**config.mk**
```make
export PLATFORM = sky130hd
export DESIGN_NAME = dsx1_port_ctrl
export DESIGN_NICKNAME = d
export VERILOG_FILES = /design/src/hw/dsx1_port_pkg.sv /design/src/hw/dsx1_port_ctrl.sv /design/src/hw/two_entry_buffer.sv
export SDC_FILE = /design/constraint.sdc
export NUM_CORES = 1
export LEC_CHECK = 0
export BUFFER_PORTS_ARGS = -buffer_cell sky130_fd_sc_hd__buf_2
export CAP_MARGIN = 20
export CELL_PAD_IN_SITES_DETAIL_PLACEMENT = 1
export CELL_PAD_IN_SITES_GLOBAL_PLACEMENT = 1
export CORE_ASPECT_RATIO = 0.5
export CORE_MARGIN = 4
export CORE_UTILIZATION = 45
export CTS_CLUSTER_DIAMETER = 200
export DETAILED_ROUTE_END_ITERATION = 8
export PLACE_DENSITY = 0.77
export SYNTH_ARGS = -nofsm -noshare
export SYNTH_HDL_FRONTEND = slang
export SYNTH_SLANG_ARGS = --single-unit
```
**constraint.sdc**
```tcl
create_clock -name SYS_CLK -period 3.6 [get_ports SYS_CLK]
set_input_delay 0.18 -clock SYS_CLK [delete_from_list [all_inputs] [get_ports SYS_CLK]]
set_output_delay 0.18 -clock SYS_CLK [all_outputs]
set_load 0.02 [all_outputs]
```
**src/hw/dsx1_port_pkg.sv**
```systemverilog
// Shared constants for the DSX-1 tributary port control block
package dsx1_port_pkg;

    // Clock and timing
    localparam int CLK_HZ        = 100_000_000;
    localparam int CONT_OOF_MS   = 2500;                          // Time a frame loss must last
    localparam int CONT_OOF_CYC  = CONT_OOF_MS * (CLK_HZ / 1000);

    // Register byte offsets
    localparam int         ADDR_W   = 4;
    localparam logic [3:0] OFS_CTRL = 4'h0;
    localparam logic [3:0] OFS_STAT = 4'h4;
    localparam logic [3:0] OFS_EVT  = 4'h8;
    localparam logic [3:0] OFS_XCON = 4'hc;

    // Control register fields and reset value
    localparam int         CTRL_W   = 8;
    localparam int         CB_EN    = 0;
    localparam int         CB_ESF   = 1;
    localparam int         CB_B8ZS  = 2;
    localparam int         CB_FONES = 3;
    localparam int         CB_LOSE  = 4;
    localparam int         CB_OOFE  = 5;
    localparam int         CB_AISE  = 6;
    localparam int         CB_YELE  = 7;
    localparam logic [7:0] CTRL_RST = 8'hfe;

    // Condition index, shared by status, event and enable bits
    localparam int NCOND  = 4;
    localparam int CI_LOS = 0;
    localparam int CI_OOF = 1;
    localparam int CI_AIS = 2;
    localparam int CI_YEL = 3;

    // Status register fields above the conditions
    localparam int SB_COOF = 4;
    localparam int SB_FAIL = 5;
    localparam int SB_ON   = 6;

    // Cross-connect map
    localparam int          SLOTS    = 24;
    localparam int          SLOT_W   = 5;
    localparam logic [23:0] XCON_RST = 24'h000000;

    // Detection criteria
    localparam logic [7:0]  LOS_ZEROS    = 8'haf;   // 175 zero bits in a row
    localparam logic [10:0] AIS_WIN_LAST = 11'h7ff; // Window of 2048 bits
    localparam logic [1:0]  AIS_MAX_ZERO = 2'h3;    // Fewer zeros than this is all ones
    localparam logic [2:0]  OOF_ERRS     = 3'h2;
    localparam logic [4:0]  OOF_MASK_D4  = 5'h1f;   // Two errors out of five F bits
    localparam logic [4:0]  OOF_MASK_ESF = 5'h0f;   // Two errors out of four F bits
    localparam logic [7:0]  YEL_D4_BYTES = 8'hff;   // 255 channels with bit 2 at zero
    localparam int          YEL_D4_BIT   = 6;       // Bit 2 of a channel, sent msb first
    localparam logic [15:0] YEL_ESF_PAT  = 16'hff00;
    localparam logic [5:0]  YEL_ESF_GAP  = 6'h20;   // Data link bits without the pattern
    localparam logic [7:0]  ALL_ONES     = 8'hff;

    // Port state, one-hot
    typedef enum logic [1:0] {
        ST_OFF = 2'b01,
        ST_ON  = 2'b10
    } port_st_t;

endpackage

```
**src/hw/dsx1_port_ctrl.sv**
```systemverilog
// DSX-1 tributary port control: enable, framing, coding, failure ones, alarms
//
// Notes on behaviour
// RULE_01 - Disabled port neither sends nor receives data
// RULE_02 - Disabling the port clears all cross-connects
// RULE_03 - Disabled port raises no alarms, indicators off
// RULE_04 - One framing choice, D4 or ESF; ESF default
// RULE_05 - Line code AMI or B8ZS; B8ZS default
// RULE_06 - Failure with substitution on sends all ones
// RULE_07 - Substitution off passes received data unchanged
// RULE_08 - Loss-of-signal event only while enabled
// RULE_09 - Out-of-frame event only while enabled
// RULE_10 - Alarm-indication event only while enabled
// RULE_11 - Yellow alarm event only while enabled
// RULE_12 - Detect conditions with customary T1 criteria
//
// The register offsets and the Avalon-MM interface to the registers are this design's own decisions.
`timescale 1ns/1ps
module dsx1_port_ctrl #(
    parameter int CONT_OOF_CYCLES = dsx1_port_pkg::CONT_OOF_CYC
) (
    input  wire logic        SYS_CLK,
    input  wire logic        RST_N,
    input  wire logic [3:0]  AVS_ADDRESS,
    input  wire logic        AVS_READ,
    input  wire logic        AVS_WRITE,
    input  wire logic [31:0] AVS_WRITEDATA,
    input  wire logic [3:0]  AVS_BYTEENABLE,
    output logic      [31:0] AVS_READDATA,
    output logic             AVS_WAITREQUEST,
    input  wire logic        LINE_BIT,
    input  wire logic        LINE_BIT_VALID,
    input  wire logic        FBIT_VALID,
    input  wire logic        FBIT_ERR,
    input  wire logic        REFRAMED,
    input  wire logic        FDL_BIT,
    input  wire logic        FDL_VALID,
    input  wire logic [7:0]  RX_DATA,
    input  wire logic [4:0]  RX_SLOT,
    input  wire logic        RX_VALID,
    output logic             RX_READY,
    output logic      [7:0]  NET_DATA,
    output logic      [4:0]  NET_SLOT,
    output logic             NET_VALID,
    input  wire logic        NET_READY,
    output logic             LINE_TX_ENABLE,
    output logic             LINE_FRAMING_ESF,
    output logic             LINE_CODE_B8ZS,
    output logic      [3:0]  ALARM_EVT,
    output logic             LED_PORT_ON,
    output logic             LED_ALARM
);
    localparam int COOF_W = $clog2(CONT_OOF_CYCLES + 1);
    localparam int BUF_W  = 8 + dsx1_port_pkg::SLOT_W;

    ////////////////////////////////////////////////////////////////////////////////
    // Parameter check
    if (CONT_OOF_CYCLES < 1)
    begin : g_bad
        $error("dsx1_port_ctrl: CONT_OOF_CYCLES must be at least 1");
    end

    typedef struct packed {
        dsx1_port_pkg::port_st_t st;
        logic [7:0]              ctrl;
        logic [23:0]             xcon;
        logic [3:0]              evt;
        logic [3:0]              evt_pulse;
        logic [3:0]              cond;
        logic                    coof;
        logic [COOF_W-1:0]       coof_cnt;
        logic                    ack;
        logic [31:0]             rdata;
        logic [7:0]              los_cnt;
        logic [10:0]             ais_bits;
        logic [1:0]              ais_zeros;
        logic [4:0]              ferr_hist;
        logic [7:0]              yd4_cnt;
        logic [15:0]             fdl_sh;
        logic [5:0]              yesf_gap;
    } state_t;

    localparam state_t S_RST = '{
        st:   dsx1_port_pkg::ST_OFF,
        ctrl: dsx1_port_pkg::CTRL_RST,
        xcon: dsx1_port_pkg::XCON_RST,
        default: '0
    };

    state_t     s_q;
    state_t     s_d;
    logic       on;
    logic       fail;
    logic       subst;
    logic       fwd;
    logic       buf_in_ready;
    logic       rx_take;
    logic [7:0] rx_byte;

    ////////////////////////////////////////////////////////////////////////////////
    // Decoding used by the data path to pick out mapped slots
    function automatic logic slot_mapped(input logic [23:0] map, input logic [4:0] slot);
        slot_mapped = (slot < 5'(dsx1_port_pkg::SLOTS)) ? map[slot] : 1'b0;
    endfunction

    // Merge write data into a register under the byte enables
    function automatic logic [31:0] merge(input logic [31:0] old, input logic [31:0] wd,
                                          input logic [3:0] be);
        merge = old;
        for (int i = 0; i < 4; i++)
            if (be[i])
                merge[8*i +: 8] = wd[8*i +: 8];
    endfunction

    // Count the F-bit errors that fall inside the window
    function automatic logic [2:0] count_errs(input logic [4:0] hist, input logic [4:0] mask);
        count_errs = '0;
        for (int i = 0; i < 5; i++)
            count_errs = count_errs + 3'(hist[i] & mask[i]);
    endfunction

    ////////////////////////////////////////////////////////////////////////////////
    // Data path: mapped slots go through the buffer, others are drained
    assign on      = (s_q.st == dsx1_port_pkg::ST_ON);
    assign fail    = s_q.cond[dsx1_port_pkg::CI_LOS] | s_q.cond[dsx1_port_pkg::CI_AIS] | s_q.coof;
    assign subst   = s_q.ctrl[dsx1_port_pkg::CB_FONES] & fail;
    assign fwd     = on & slot_mapped(s_q.xcon, RX_SLOT);     // RULE_01
    assign rx_byte = subst ? dsx1_port_pkg::ALL_ONES : RX_DATA; // RULE_06 RULE_07
    // Unmapped bytes are consumed so a stalled network side blocks only mapped slots
    assign RX_READY = ~fwd | buf_in_ready;
    assign rx_take  = RX_VALID & RX_READY;

    two_entry_buffer #(
        .WIDTH (BUF_W),
        .DEPTH (2)
    ) u_buf (
        .clk       (SYS_CLK),
        .rst_n     (RST_N),
        .flush     (~on),
        .in_valid  (RX_VALID & fwd),
        .in_ready  (buf_in_ready),
        .in_data   ({RX_SLOT, rx_byte}),
        .out_valid (NET_VALID),
        .out_ready (NET_READY),
        .out_data  ({NET_SLOT, NET_DATA})
    );

    ////////////////////////////////////////////////////////////////////////////////
    // Bus answer and line configuration from flip-flops, except waitrequest which also uses the request
    assign AVS_WAITREQUEST  = (AVS_READ | AVS_WRITE) & ~s_q.ack;
    assign AVS_READDATA     = s_q.rdata;
    assign LINE_TX_ENABLE   = on;                                        // RULE_01
    assign LINE_FRAMING_ESF = s_q.ctrl[dsx1_port_pkg::CB_ESF];           // RULE_04
    assign LINE_CODE_B8ZS   = s_q.ctrl[dsx1_port_pkg::CB_B8ZS];          // RULE_05
    assign ALARM_EVT        = s_q.evt_pulse;
    assign LED_PORT_ON      = on;                                        // RULE_03
    assign LED_ALARM        = on & (|s_q.cond);                          // RULE_03

    ////////////////////////////////////////////////////////////////////////////////
    // Next state of the whole block
    always_comb
    begin
        logic [31:0] wd;
        logic [3:0]  rise;
        logic [3:0]  enables;
        logic [3:0]  clr;
        logic [4:0]  hist;
        logic [4:0]  mask;
        logic [1:0]  zeros;
        logic [15:0] sh;
        s_d       = s_q;
        wd        = '0;
        clr       = '0;
        hist      = '0;
        mask      = '0;
        zeros     = '0;
        sh        = '0;
        rise      = '0;
        enables   = '0;
        s_d.ack   = 1'b0;
        // Register access: one wait cycle, read data captured at request
        if ((AVS_READ | AVS_WRITE) & ~s_q.ack)
        begin
            s_d.ack   = 1'b1;
            s_d.rdata = '0;
            case (AVS_ADDRESS)
                dsx1_port_pkg::OFS_CTRL: s_d.rdata[7:0] = s_q.ctrl;
                dsx1_port_pkg::OFS_STAT: s_d.rdata[6:0] = {on, fail, s_q.coof, s_q.cond};
                dsx1_port_pkg::OFS_EVT:  s_d.rdata[3:0] = s_q.evt;
                dsx1_port_pkg::OFS_XCON: s_d.rdata[23:0] = s_q.xcon;
                default:                 s_d.rdata = '0;
            endcase
        end
        if (AVS_WRITE & s_q.ack)
        begin
            case (AVS_ADDRESS)
                dsx1_port_pkg::OFS_CTRL:
                begin
                    wd         = merge({24'h000000, s_q.ctrl}, AVS_WRITEDATA, AVS_BYTEENABLE);
                    s_d.ctrl   = wd[7:0];
                end
                dsx1_port_pkg::OFS_EVT:  clr = AVS_BYTEENABLE[0] ? AVS_WRITEDATA[3:0] : 4'h0;
                // A disabled port carries no cross-connects
                dsx1_port_pkg::OFS_XCON:
                    if (on)
                    begin
                        wd       = merge({8'h00, s_q.xcon}, AVS_WRITEDATA, AVS_BYTEENABLE);
                        s_d.xcon = wd[23:0];
                    end
                default: ;
            endcase
        end
        // Port state; leaving the on state wipes the map
        case (s_q.st)
            dsx1_port_pkg::ST_OFF:
                if (s_q.ctrl[dsx1_port_pkg::CB_EN])
                    s_d.st = dsx1_port_pkg::ST_ON;
            dsx1_port_pkg::ST_ON:
                if (!s_q.ctrl[dsx1_port_pkg::CB_EN])
                begin
                    s_d.st   = dsx1_port_pkg::ST_OFF;
                    s_d.xcon = dsx1_port_pkg::XCON_RST;                  // RULE_02
                end
            default: s_d.st = dsx1_port_pkg::ST_OFF;
        endcase
        // Loss of signal: a run of zeros, cleared by the next one
        if (LINE_BIT_VALID)
        begin
            if (LINE_BIT)
            begin
                s_d.los_cnt                       = '0;
                s_d.cond[dsx1_port_pkg::CI_LOS]   = 1'b0;
            end
            else if (s_q.los_cnt != dsx1_port_pkg::LOS_ZEROS)
            begin
                s_d.los_cnt = s_q.los_cnt + 8'h01;
                if (s_d.los_cnt == dsx1_port_pkg::LOS_ZEROS)
                    s_d.cond[dsx1_port_pkg::CI_LOS] = 1'b1;              // RULE_12
            end
            // Alarm indication: too few zeros in a fixed window of line bits
            zeros = s_q.ais_zeros;
            if (!LINE_BIT && zeros != dsx1_port_pkg::AIS_MAX_ZERO)
                zeros = zeros + 2'h1;
            s_d.ais_zeros = zeros;
            s_d.ais_bits  = s_q.ais_bits + 11'h001;
            if (s_q.ais_bits == dsx1_port_pkg::AIS_WIN_LAST)
            begin
                s_d.cond[dsx1_port_pkg::CI_AIS] = (zeros < dsx1_port_pkg::AIS_MAX_ZERO); // RULE_12
                s_d.ais_zeros = '0;
            end
        end
        // Out of frame: two F-bit errors in the window of the chosen format
        mask = s_q.ctrl[dsx1_port_pkg::CB_ESF] ? dsx1_port_pkg::OOF_MASK_ESF
                                               : dsx1_port_pkg::OOF_MASK_D4; // RULE_04
        if (FBIT_VALID)
        begin
            hist          = {s_q.ferr_hist[3:0], FBIT_ERR};
            s_d.ferr_hist = hist;
            if (count_errs(hist, mask) >= dsx1_port_pkg::OOF_ERRS)
                s_d.cond[dsx1_port_pkg::CI_OOF] = 1'b1;                  // RULE_12
        end
        if (REFRAMED)
        begin
            s_d.ferr_hist                   = '0;
            s_d.cond[dsx1_port_pkg::CI_OOF] = 1'b0;
        end
        // Continuous frame loss counts toward failure after a long hold
        if (s_q.cond[dsx1_port_pkg::CI_OOF])
        begin
            if (s_q.coof_cnt != COOF_W'(CONT_OOF_CYCLES))
                s_d.coof_cnt = s_q.coof_cnt + COOF_W'(1);
            else
                s_d.coof = 1'b1;
        end
        else
        begin
            s_d.coof_cnt = '0;
            s_d.coof     = 1'b0;
        end
        // Yellow: bit 2 low in every channel (D4) or pattern on the data link (ESF)
        if (!s_q.ctrl[dsx1_port_pkg::CB_ESF] && rx_take)
        begin
            if (RX_DATA[dsx1_port_pkg::YEL_D4_BIT])
            begin
                s_d.yd4_cnt                     = '0;
                s_d.cond[dsx1_port_pkg::CI_YEL] = 1'b0;
            end
            else if (s_q.yd4_cnt != dsx1_port_pkg::YEL_D4_BYTES)
            begin
                s_d.yd4_cnt = s_q.yd4_cnt + 8'h01;
                if (s_d.yd4_cnt == dsx1_port_pkg::YEL_D4_BYTES)
                    s_d.cond[dsx1_port_pkg::CI_YEL] = 1'b1;              // RULE_12
            end
        end
        else if (s_q.ctrl[dsx1_port_pkg::CB_ESF] && FDL_VALID)
        begin
            sh         = {s_q.fdl_sh[14:0], FDL_BIT};
            s_d.fdl_sh = sh;
            if (sh == dsx1_port_pkg::YEL_ESF_PAT)
            begin
                s_d.yesf_gap                    = '0;
                s_d.cond[dsx1_port_pkg::CI_YEL] = 1'b1;                  // RULE_12
            end
            else if (s_q.yesf_gap != dsx1_port_pkg::YEL_ESF_GAP)
                s_d.yesf_gap = s_q.yesf_gap + 6'h01;
            else
                s_d.cond[dsx1_port_pkg::CI_YEL] = 1'b0;
        end
        // A disabled port keeps every detector at rest
        if (!on)
        begin
            s_d.cond      = '0;                                          // RULE_03
            s_d.coof      = 1'b0;
            s_d.coof_cnt  = '0;
            s_d.los_cnt   = '0;
            s_d.ais_bits  = '0;
            s_d.ais_zeros = '0;
            s_d.ferr_hist = '0;
            s_d.yd4_cnt   = '0;
            s_d.fdl_sh    = '0;
            s_d.yesf_gap  = '0;
        end
        // Events on a rising condition, gated by each enable; set beats clear
        enables[dsx1_port_pkg::CI_LOS] = s_q.ctrl[dsx1_port_pkg::CB_LOSE]; // RULE_08
        enables[dsx1_port_pkg::CI_OOF] = s_q.ctrl[dsx1_port_pkg::CB_OOFE]; // RULE_09
        enables[dsx1_port_pkg::CI_AIS] = s_q.ctrl[dsx1_port_pkg::CB_AISE]; // RULE_10
        enables[dsx1_port_pkg::CI_YEL] = s_q.ctrl[dsx1_port_pkg::CB_YELE]; // RULE_11
        rise          = s_d.cond & ~s_q.cond;
        s_d.evt_pulse = rise & enables & {4{on}};                         // RULE_03
        s_d.evt       = (s_q.evt & ~clr) | s_d.evt_pulse;
    end

    ////////////////////////////////////////////////////////////////////////////////
    // State register
    always_ff @(posedge SYS_CLK or negedge RST_N)
    begin
        if (!RST_N)
            s_q <= S_RST;
        else
            s_q <= s_d;
    end

endmodule

```
**src/hw/two_entry_buffer.sv**
```systemverilog
// Small FIFO that holds words between the line receiver and the network side
`timescale 1ns/1ps
module two_entry_buffer #(
    parameter int WIDTH = 13,
    parameter int DEPTH = 2
) (
    input  wire logic             clk,
    input  wire logic             rst_n,
    input  wire logic             flush,
    input  wire logic             in_valid,
    output logic                  in_ready,
    input  wire logic [WIDTH-1:0] in_data,
    output logic                  out_valid,
    input  wire logic             out_ready,
    output logic      [WIDTH-1:0] out_data
);
    localparam int AW = (DEPTH > 1) ? $clog2(DEPTH) : 1;

    ////////////////////////////////////////////////////////////////////////////////
    // Pointer arithmetic needs a power of two
    if (DEPTH < 2 || (DEPTH & (DEPTH - 1)) != 0 || WIDTH < 1)
    begin : g_bad
        $error("two_entry_buffer: DEPTH must be a power of two of at least 2");
    end

    typedef struct packed {
        logic [DEPTH-1:0][WIDTH-1:0] mem;
        logic [AW-1:0]               wr;
        logic [AW-1:0]               rd;
        logic [AW:0]                 cnt;
    } buf_t;

    buf_t s_q;
    buf_t s_d;
    logic push;
    logic pop;

    ////////////////////////////////////////////////////////////////////////////////
    // Honest full and empty straight from the count
    assign in_ready  = (s_q.cnt != (AW+1)'(DEPTH));
    assign out_valid = (s_q.cnt != '0);
    assign out_data  = s_q.mem[s_q.rd];   // Storage is flip-flops, so data is registered
    assign push      = in_valid & in_ready;
    assign pop       = out_valid & out_ready;

    // Next state; a flush drops whatever is held
    always_comb
    begin
        s_d = s_q;
        if (push)
        begin
            s_d.mem[s_q.wr] = in_data;
            s_d.wr          = s_q.wr + AW'(1);
        end
        if (pop)
            s_d.rd = s_q.rd + AW'(1);
        s_d.cnt = s_q.cnt + (AW+1)'(push) - (AW+1)'(pop);
        if (flush)
        begin
            s_d.wr  = '0;
            s_d.rd  = '0;
            s_d.cnt = '0;
        end
    end

    // State register
    always_ff @(posedge clk or negedge rst_n)
    begin
        if (!rst_n)
            s_q <= '0;
        else
            s_q <= s_d;
    end

endmodule

```
Yosys cells after proc, flatten, opt, wreduce, memory -nomap -nowiden
Cells that the tools add are included.

Register bits after elaboration: 184. Latch bits: 0. Bits in writable memories: 0. ROM bits: 0. Bits of input ports: 66. Output and inout bits: 57. Memories kept: 0.

Add/subtract/negate cells: 14. Multiply operators: 0. Divide/modulo/power cells: 0. Magnitude comparators: 7. Equal/unequal tests: 29. Shifts and indexed selects: 0. Muxes and demuxes: 68. Bitwise logic cells: 27. Reductions and logical operators: 15.

Operators by type and width (number): two-way mux 24 bit (5); two-way mux 8 bit (9); two-way mux 33 bit (2); two-way mux 56 bit (1); two-way mux 22 bit (2); two-way mux 13 bit (3); two-way mux 29 bit (1); adder 28 x 1 -> 28 bit (second input constant) (1); two-way mux 28 bit (1); inequality test 28 bit (second input constant) (1); bitwise mux 26 bit (1); two-way mux 1 bit (21); two-way mux 21 bit (1); adder 8 x 1 -> 8 bit (second input constant) (2); bitwise AND 4 bit (4); == test 16 bit (second input constant) (1); == test 8 bit (second input constant) (2); two-way mux 16 bit (1); two-way mux 4 bit (4); inequality test 8 bit (second input constant) (2); case mux 4 bit (4 select lines) (1); two-way mux 5 bit (3); bitwise AND 1 bit (14); demux 13 bit (select 1 bit) (1); other kinds (43) (76).

Longest topological paths before layout
Depth after elaboration: 15. Gate-level depth with buffers: 11.

Hierarchy
Synthesis repeated with hierarchy kept, for this count alone.

Cell total of the unflattened synthesis: 916. Area, all modules: 9541.7 sq um.

Modules (own cells, without submodules): dsx1_port_ctrl (times used 1, cells each 824, area each 8076.5 sq um, seq. area each 3863.7 sq um); two_entry_buffer (times used 1, cells each 92, area each 1465.2 sq um, seq. area each 750.7 sq um).

Least setup slack after synthesis
No wires, ideal clock.

Path kind: input to register. From: input RX_SLOT[1]. To: register u_buf.s_q[1] (netlist name). Arrival: 2383 ps. Setup slack: 1085 ps. Cell stages on the path: 11. Path buffers: 2. Path through: buf_1 > nand2b_1 > o22ai_1 > o31a_1 > a2111oi_4 > buf_2 > and3_1 > ha_1 > xor2_1 > xnor2_1 > nor2_1.

RTL lines: start, declared (line dsx1_port_ctrl.sv:39) `input wire logic [4:0] RX_SLOT,`; end signal, assigned (line two_entry_buffer.sv:70) `s_q <= '0;`; end signal, assigned (line two_entry_buffer.sv:72) `s_q <= s_d;`; end, declared (line two_entry_buffer.sv:33) `buf_t s_q;`.

Worst setup path after layout
From: register s_q[146] (netlist name). To: output RX_READY.

Word-level cells in the longest chain between the ends: 6.

RTL lines: start, declared (line dsx1_port_ctrl.sv:90) `state_t s_q;`; start signal, assigned (line dsx1_port_ctrl.sv:338) `s_q <= S_RST;`; start signal, assigned (line dsx1_port_ctrl.sv:340) `s_q <= s_d;`; binary-select mux 1 bit (select 5 bit) (line dsx1_port_ctrl.sv:103) `slot_mapped = (slot < 5'(dsx1_port_pkg::SLOTS)) ? map[slot] : 1'b0;`; two-way mux 1 bit (not written as such) (line dsx1_port_ctrl.sv:103); two-way mux 1 bit (line dsx1_port_ctrl.sv:103); bitwise AND 1 bit (line dsx1_port_ctrl.sv:127) `assign fwd = on & slot_mapped(s_q.xcon, RX_SLOT);`; NOT 1 bit (line dsx1_port_ctrl.sv:130) `assign RX_READY = ~fwd | buf_in_ready;`; bitwise OR 1 bit (line dsx1_port_ctrl.sv:130); end, declared (line dsx1_port_ctrl.sv:41) `output logic RX_READY,`.

No other way between the ends. The select of a mux whose other input is x is not followed.

==> impl_metrics.yaml <==
worst_setup_path:
  worstPathRequired_ns: 3.42
  path_cells: "nor2b_1, a2111oi_0, o31a_1, a2111oi_4, buf_4, and2_1, inv_1, buf_2"
  cp.arrival_ns: 2.42
  start_kind: "flop"
  crit_type: "reg2out"
  endpoint_kind: "output port"
  cpPeakStageDelay_ns: 0.55
  slowest_stage: "a2111oi_0"
  critPathMaxFanout: 10
placed_design:
  routabilityCongestion: 0.7990
  hpwl_mm: 16.50
  portBuffers: 105
  dp.cells: 1257
clock_tree:
  cts_tree: "yes"
  cts_buffers: 17
  cts.path.max_buffers: 2
  cts-htree-levels: 4
  cts_resized: 0
  cts_root_buf: "clkbuf_16"
  path_clk_slew_ns: 0.07
  cts_sinks: 184
  clk_latency_ns: 0.44
drt:
  drtAntennaViolNets: 0
  routed_wl_mm: 24.13
  dr.pass1.iters: 5
  routedWlPerCell_um: 18.63
  drc: 0
  drtIter0Drc: 497
  vias: 7277
  viasPerCell: 5.619
grt:
  grt_max_degree: 97
  grt_pass1_wl_mm: 40.70
  grt-ovfl-total: 0
  grt_use_total_pct: 21.15
  grt_pass1_vias: 7862
  antenna_found_initial: 0
floorplanning:
  core_area_um2: 20600
  die_w_um: 213.1
  initial_core_util_pct: 45.93
  rows: 37
  die_h_um: 110.5
  die_area_um2: 23550
  pin_count: 123
logic_synthesis:
  synth.yosys.seq_area_share_pct: 48.76
  syn_avg_cell_area_um2: 10.06
  yosys.cell_types.count: 67
  synthFlopType: "dfrtp_1"
  synth_edf_count: 0
  async_reset_ff_share_pct: 100.0
  yosysWarningCount: 0
  synth_area_um2: 9463
  syn_inst: 941
  ys_ff_latch: 184
sta:
  min_period_ns: 2.601
  grt_setup_unrepaired: "false"
  fin_setup_tns_ns: 0
  timing_hold_violations_final: 0
  fmax_ghz: 0.3845
  finalSetupViolations: 0
  fin_crit_sh_pct: 72.24
  slew_viol_final: 0
  fin_worst_skew_ns: 0.009223
  worst_slew_pin_slew_ns: 0.9985
  max-slew-margin-rel_pct: 33.30
final_layout:
  drive_gt1_share_pct: 20.84
  final_cells: 1295
  nets: 1092
  area_delta_synth_final_pct: 13.21
  num_antenna_cells: 0
power:
  vdd_ir_drop_max_mv: 0.2703
  power_density_nw_per_um2: 411.0
  p_leak_nw: 4.879
run:
  timing.max_cap.violations: 0
min_path:
  hold_path.class: "in2reg"
run_status:
  status: "finished clean"
power breakdown:
group | leakage (nW) | switching (W) | total (W) | internal [W]
registers | 2.54 | 0.0000228 | 0.00213 | 0.00210
logic | 2.04 | 0.000190 | 0.000286 | 0.0000962
clock network | 0.299 | 0.000805 | 0.00199 | 0.00119
cell usage after synthesis, drive strengths merged (4+ instances only):
cell type	number	area [um2]
dfrtp	176	4404
nand2	106	397.9
nor2	70	262.8
a21oi	61	305.3
nand3	53	265.3
mux2	50	596.8
buf	45	324.0
clkbuf	35	132.6
o21ai	28	140.1
inv	27	101.4
nand2b	25	156.4
a22o	23	201.4
xor2	23	201.4
nor3	20	100.1
nand4	16	121.4
and3	14	87.58
ha	13	162.7
xnor2	13	113.9
mux2i	11	110.1
nor2b	11	68.82
and2	10	62.56
o31ai	9	67.56
or3	9	56.30
dfstp	8	210.2
mux4	7	157.7
nor4	7	50.05
nand3b	5	37.54
a211oi	4	30.03
a21o	4	30.03
a22oi	4	30.03
a31oi	4	25.02
o211a	4	40.04
or2	4	25.02
cells in the final DEF (no fill, tap or decap), types with 23 or more instances in the layout:
| cell type | count |
|---|---|
| buf_2 | 104 |
| nand2b_1 | 24 |
| xor2_1 | 23 |
| a22o_1 | 23 |
| a21oi_1 | 61 |
| nor2_1 | 70 |
| nand2_1 | 106 |
| o21ai_0 | 28 |
| dfrtp_1 | 176 |
| mux2_2 | 31 |
| nand3_1 | 53 |
| inv_1 | 27 |
state kept, by name, summed over array words and instances, names as in the netlist:
name              cells
AVS_READDATA         24
LINE_CODE_B8ZS        1
s_q                 124
u_buf.s_q            30
LINE_FRAMING_ESF      1
ALARM_EVT             4
per-stage QoR:
step	cell area [um2]	setup slack (ns)	hold WS (ns)	total power (W)	utilization, %
6_report	10710	0.9994	0.008021	0.004403	52.00
5_1_grt	10710	0.8904	0.007551	0.004569	52.00
4_1_cts	10700	0.9332	0.0007994	0.004442	51.95
3_5_place_dp	10010	0.8516	0.1894	0.002443	48.61
3_3_place_gp	10010	0.9098	0.1862	0.002433	48.61
2_1_floorplan	9489	1.085	-0.1156	0.002310	-
worst max-delay path: cells and delay by family, from the launching register on:
kind            cells  cell delay, ns
flops               1            0.40
compound gates      3            0.88
simple gates        2            0.31
buf+inv             3            0.39
final timing paths:
kind                                    start                      endpoint  slack [ns]  cells past startpoint
max in group asynchronous               RST_N          s_q[157]$_DFFE_PN1P_        2.40                      3
setup reg to reg           s_q[153]$_DFF_PN0_      u_buf.s_q[9]$_DFFE_PN0P_        1.02                      7
min in group asynchronous               RST_N  AVS_READDATA[20]$_DFFE_PN0P_        0.28                      2
hold reg to reg            s_q[126]$_DFF_PN0_            s_q[126]$_DFF_PN0_        0.48                      1
setup / recovery           s_q[146]$_DFF_PN0_                      RX_READY         1.0                      8
hold / removal              AVS_WRITEDATA[15]            s_q[145]$_DFF_PN0_       0.008                      3
repair_timing:
action	CTS	global route
endpoints found under the hold margin	62	1
hold buffers	8	1
setup buffers	0	0
per-layer routing:
metal / track usage, % / vias to the layer above / share of wire [%] / routed length, um
met5: 0 / - / 0 / 0
met4: 6.990 / 0 / 1.9 / 466
met3: 3.321 / 33 / 3.3 / 788
met2: 35.97 / 106 / 50 / 12000
met1: 27.66 / 3726 / 45 / 10880
li1: - / 3412 / - / -
cell type report:
type                       count  area (um2)
fill                        2287        9888
sequential                   184        4614
multi-input combinational    657        4330
timing repair buffer         125       716.9
clock buffer                  21       460.4
tap                          273       341.6
clock inverter                 8       147.6
inverter                      27       101.3
cell families (layout without fill, tap and decap cells):
group,after synthesis,after routing,share of synthesized area (%)
AO/OA/AOI/OAI,166,166,11.62
XOR/XNOR,36,36,3.332
other,1,8,0.03963
buffers and inverters,107,181,5.897
flip-flops,184,184,48.76
adder cells (fa/ha/maj),14,14,1.931
multiplexers,68,68,9.137
AND/OR/NAND/NOR,365,365,19.28
Note: power is estimated with default switching activity, not from simulation.
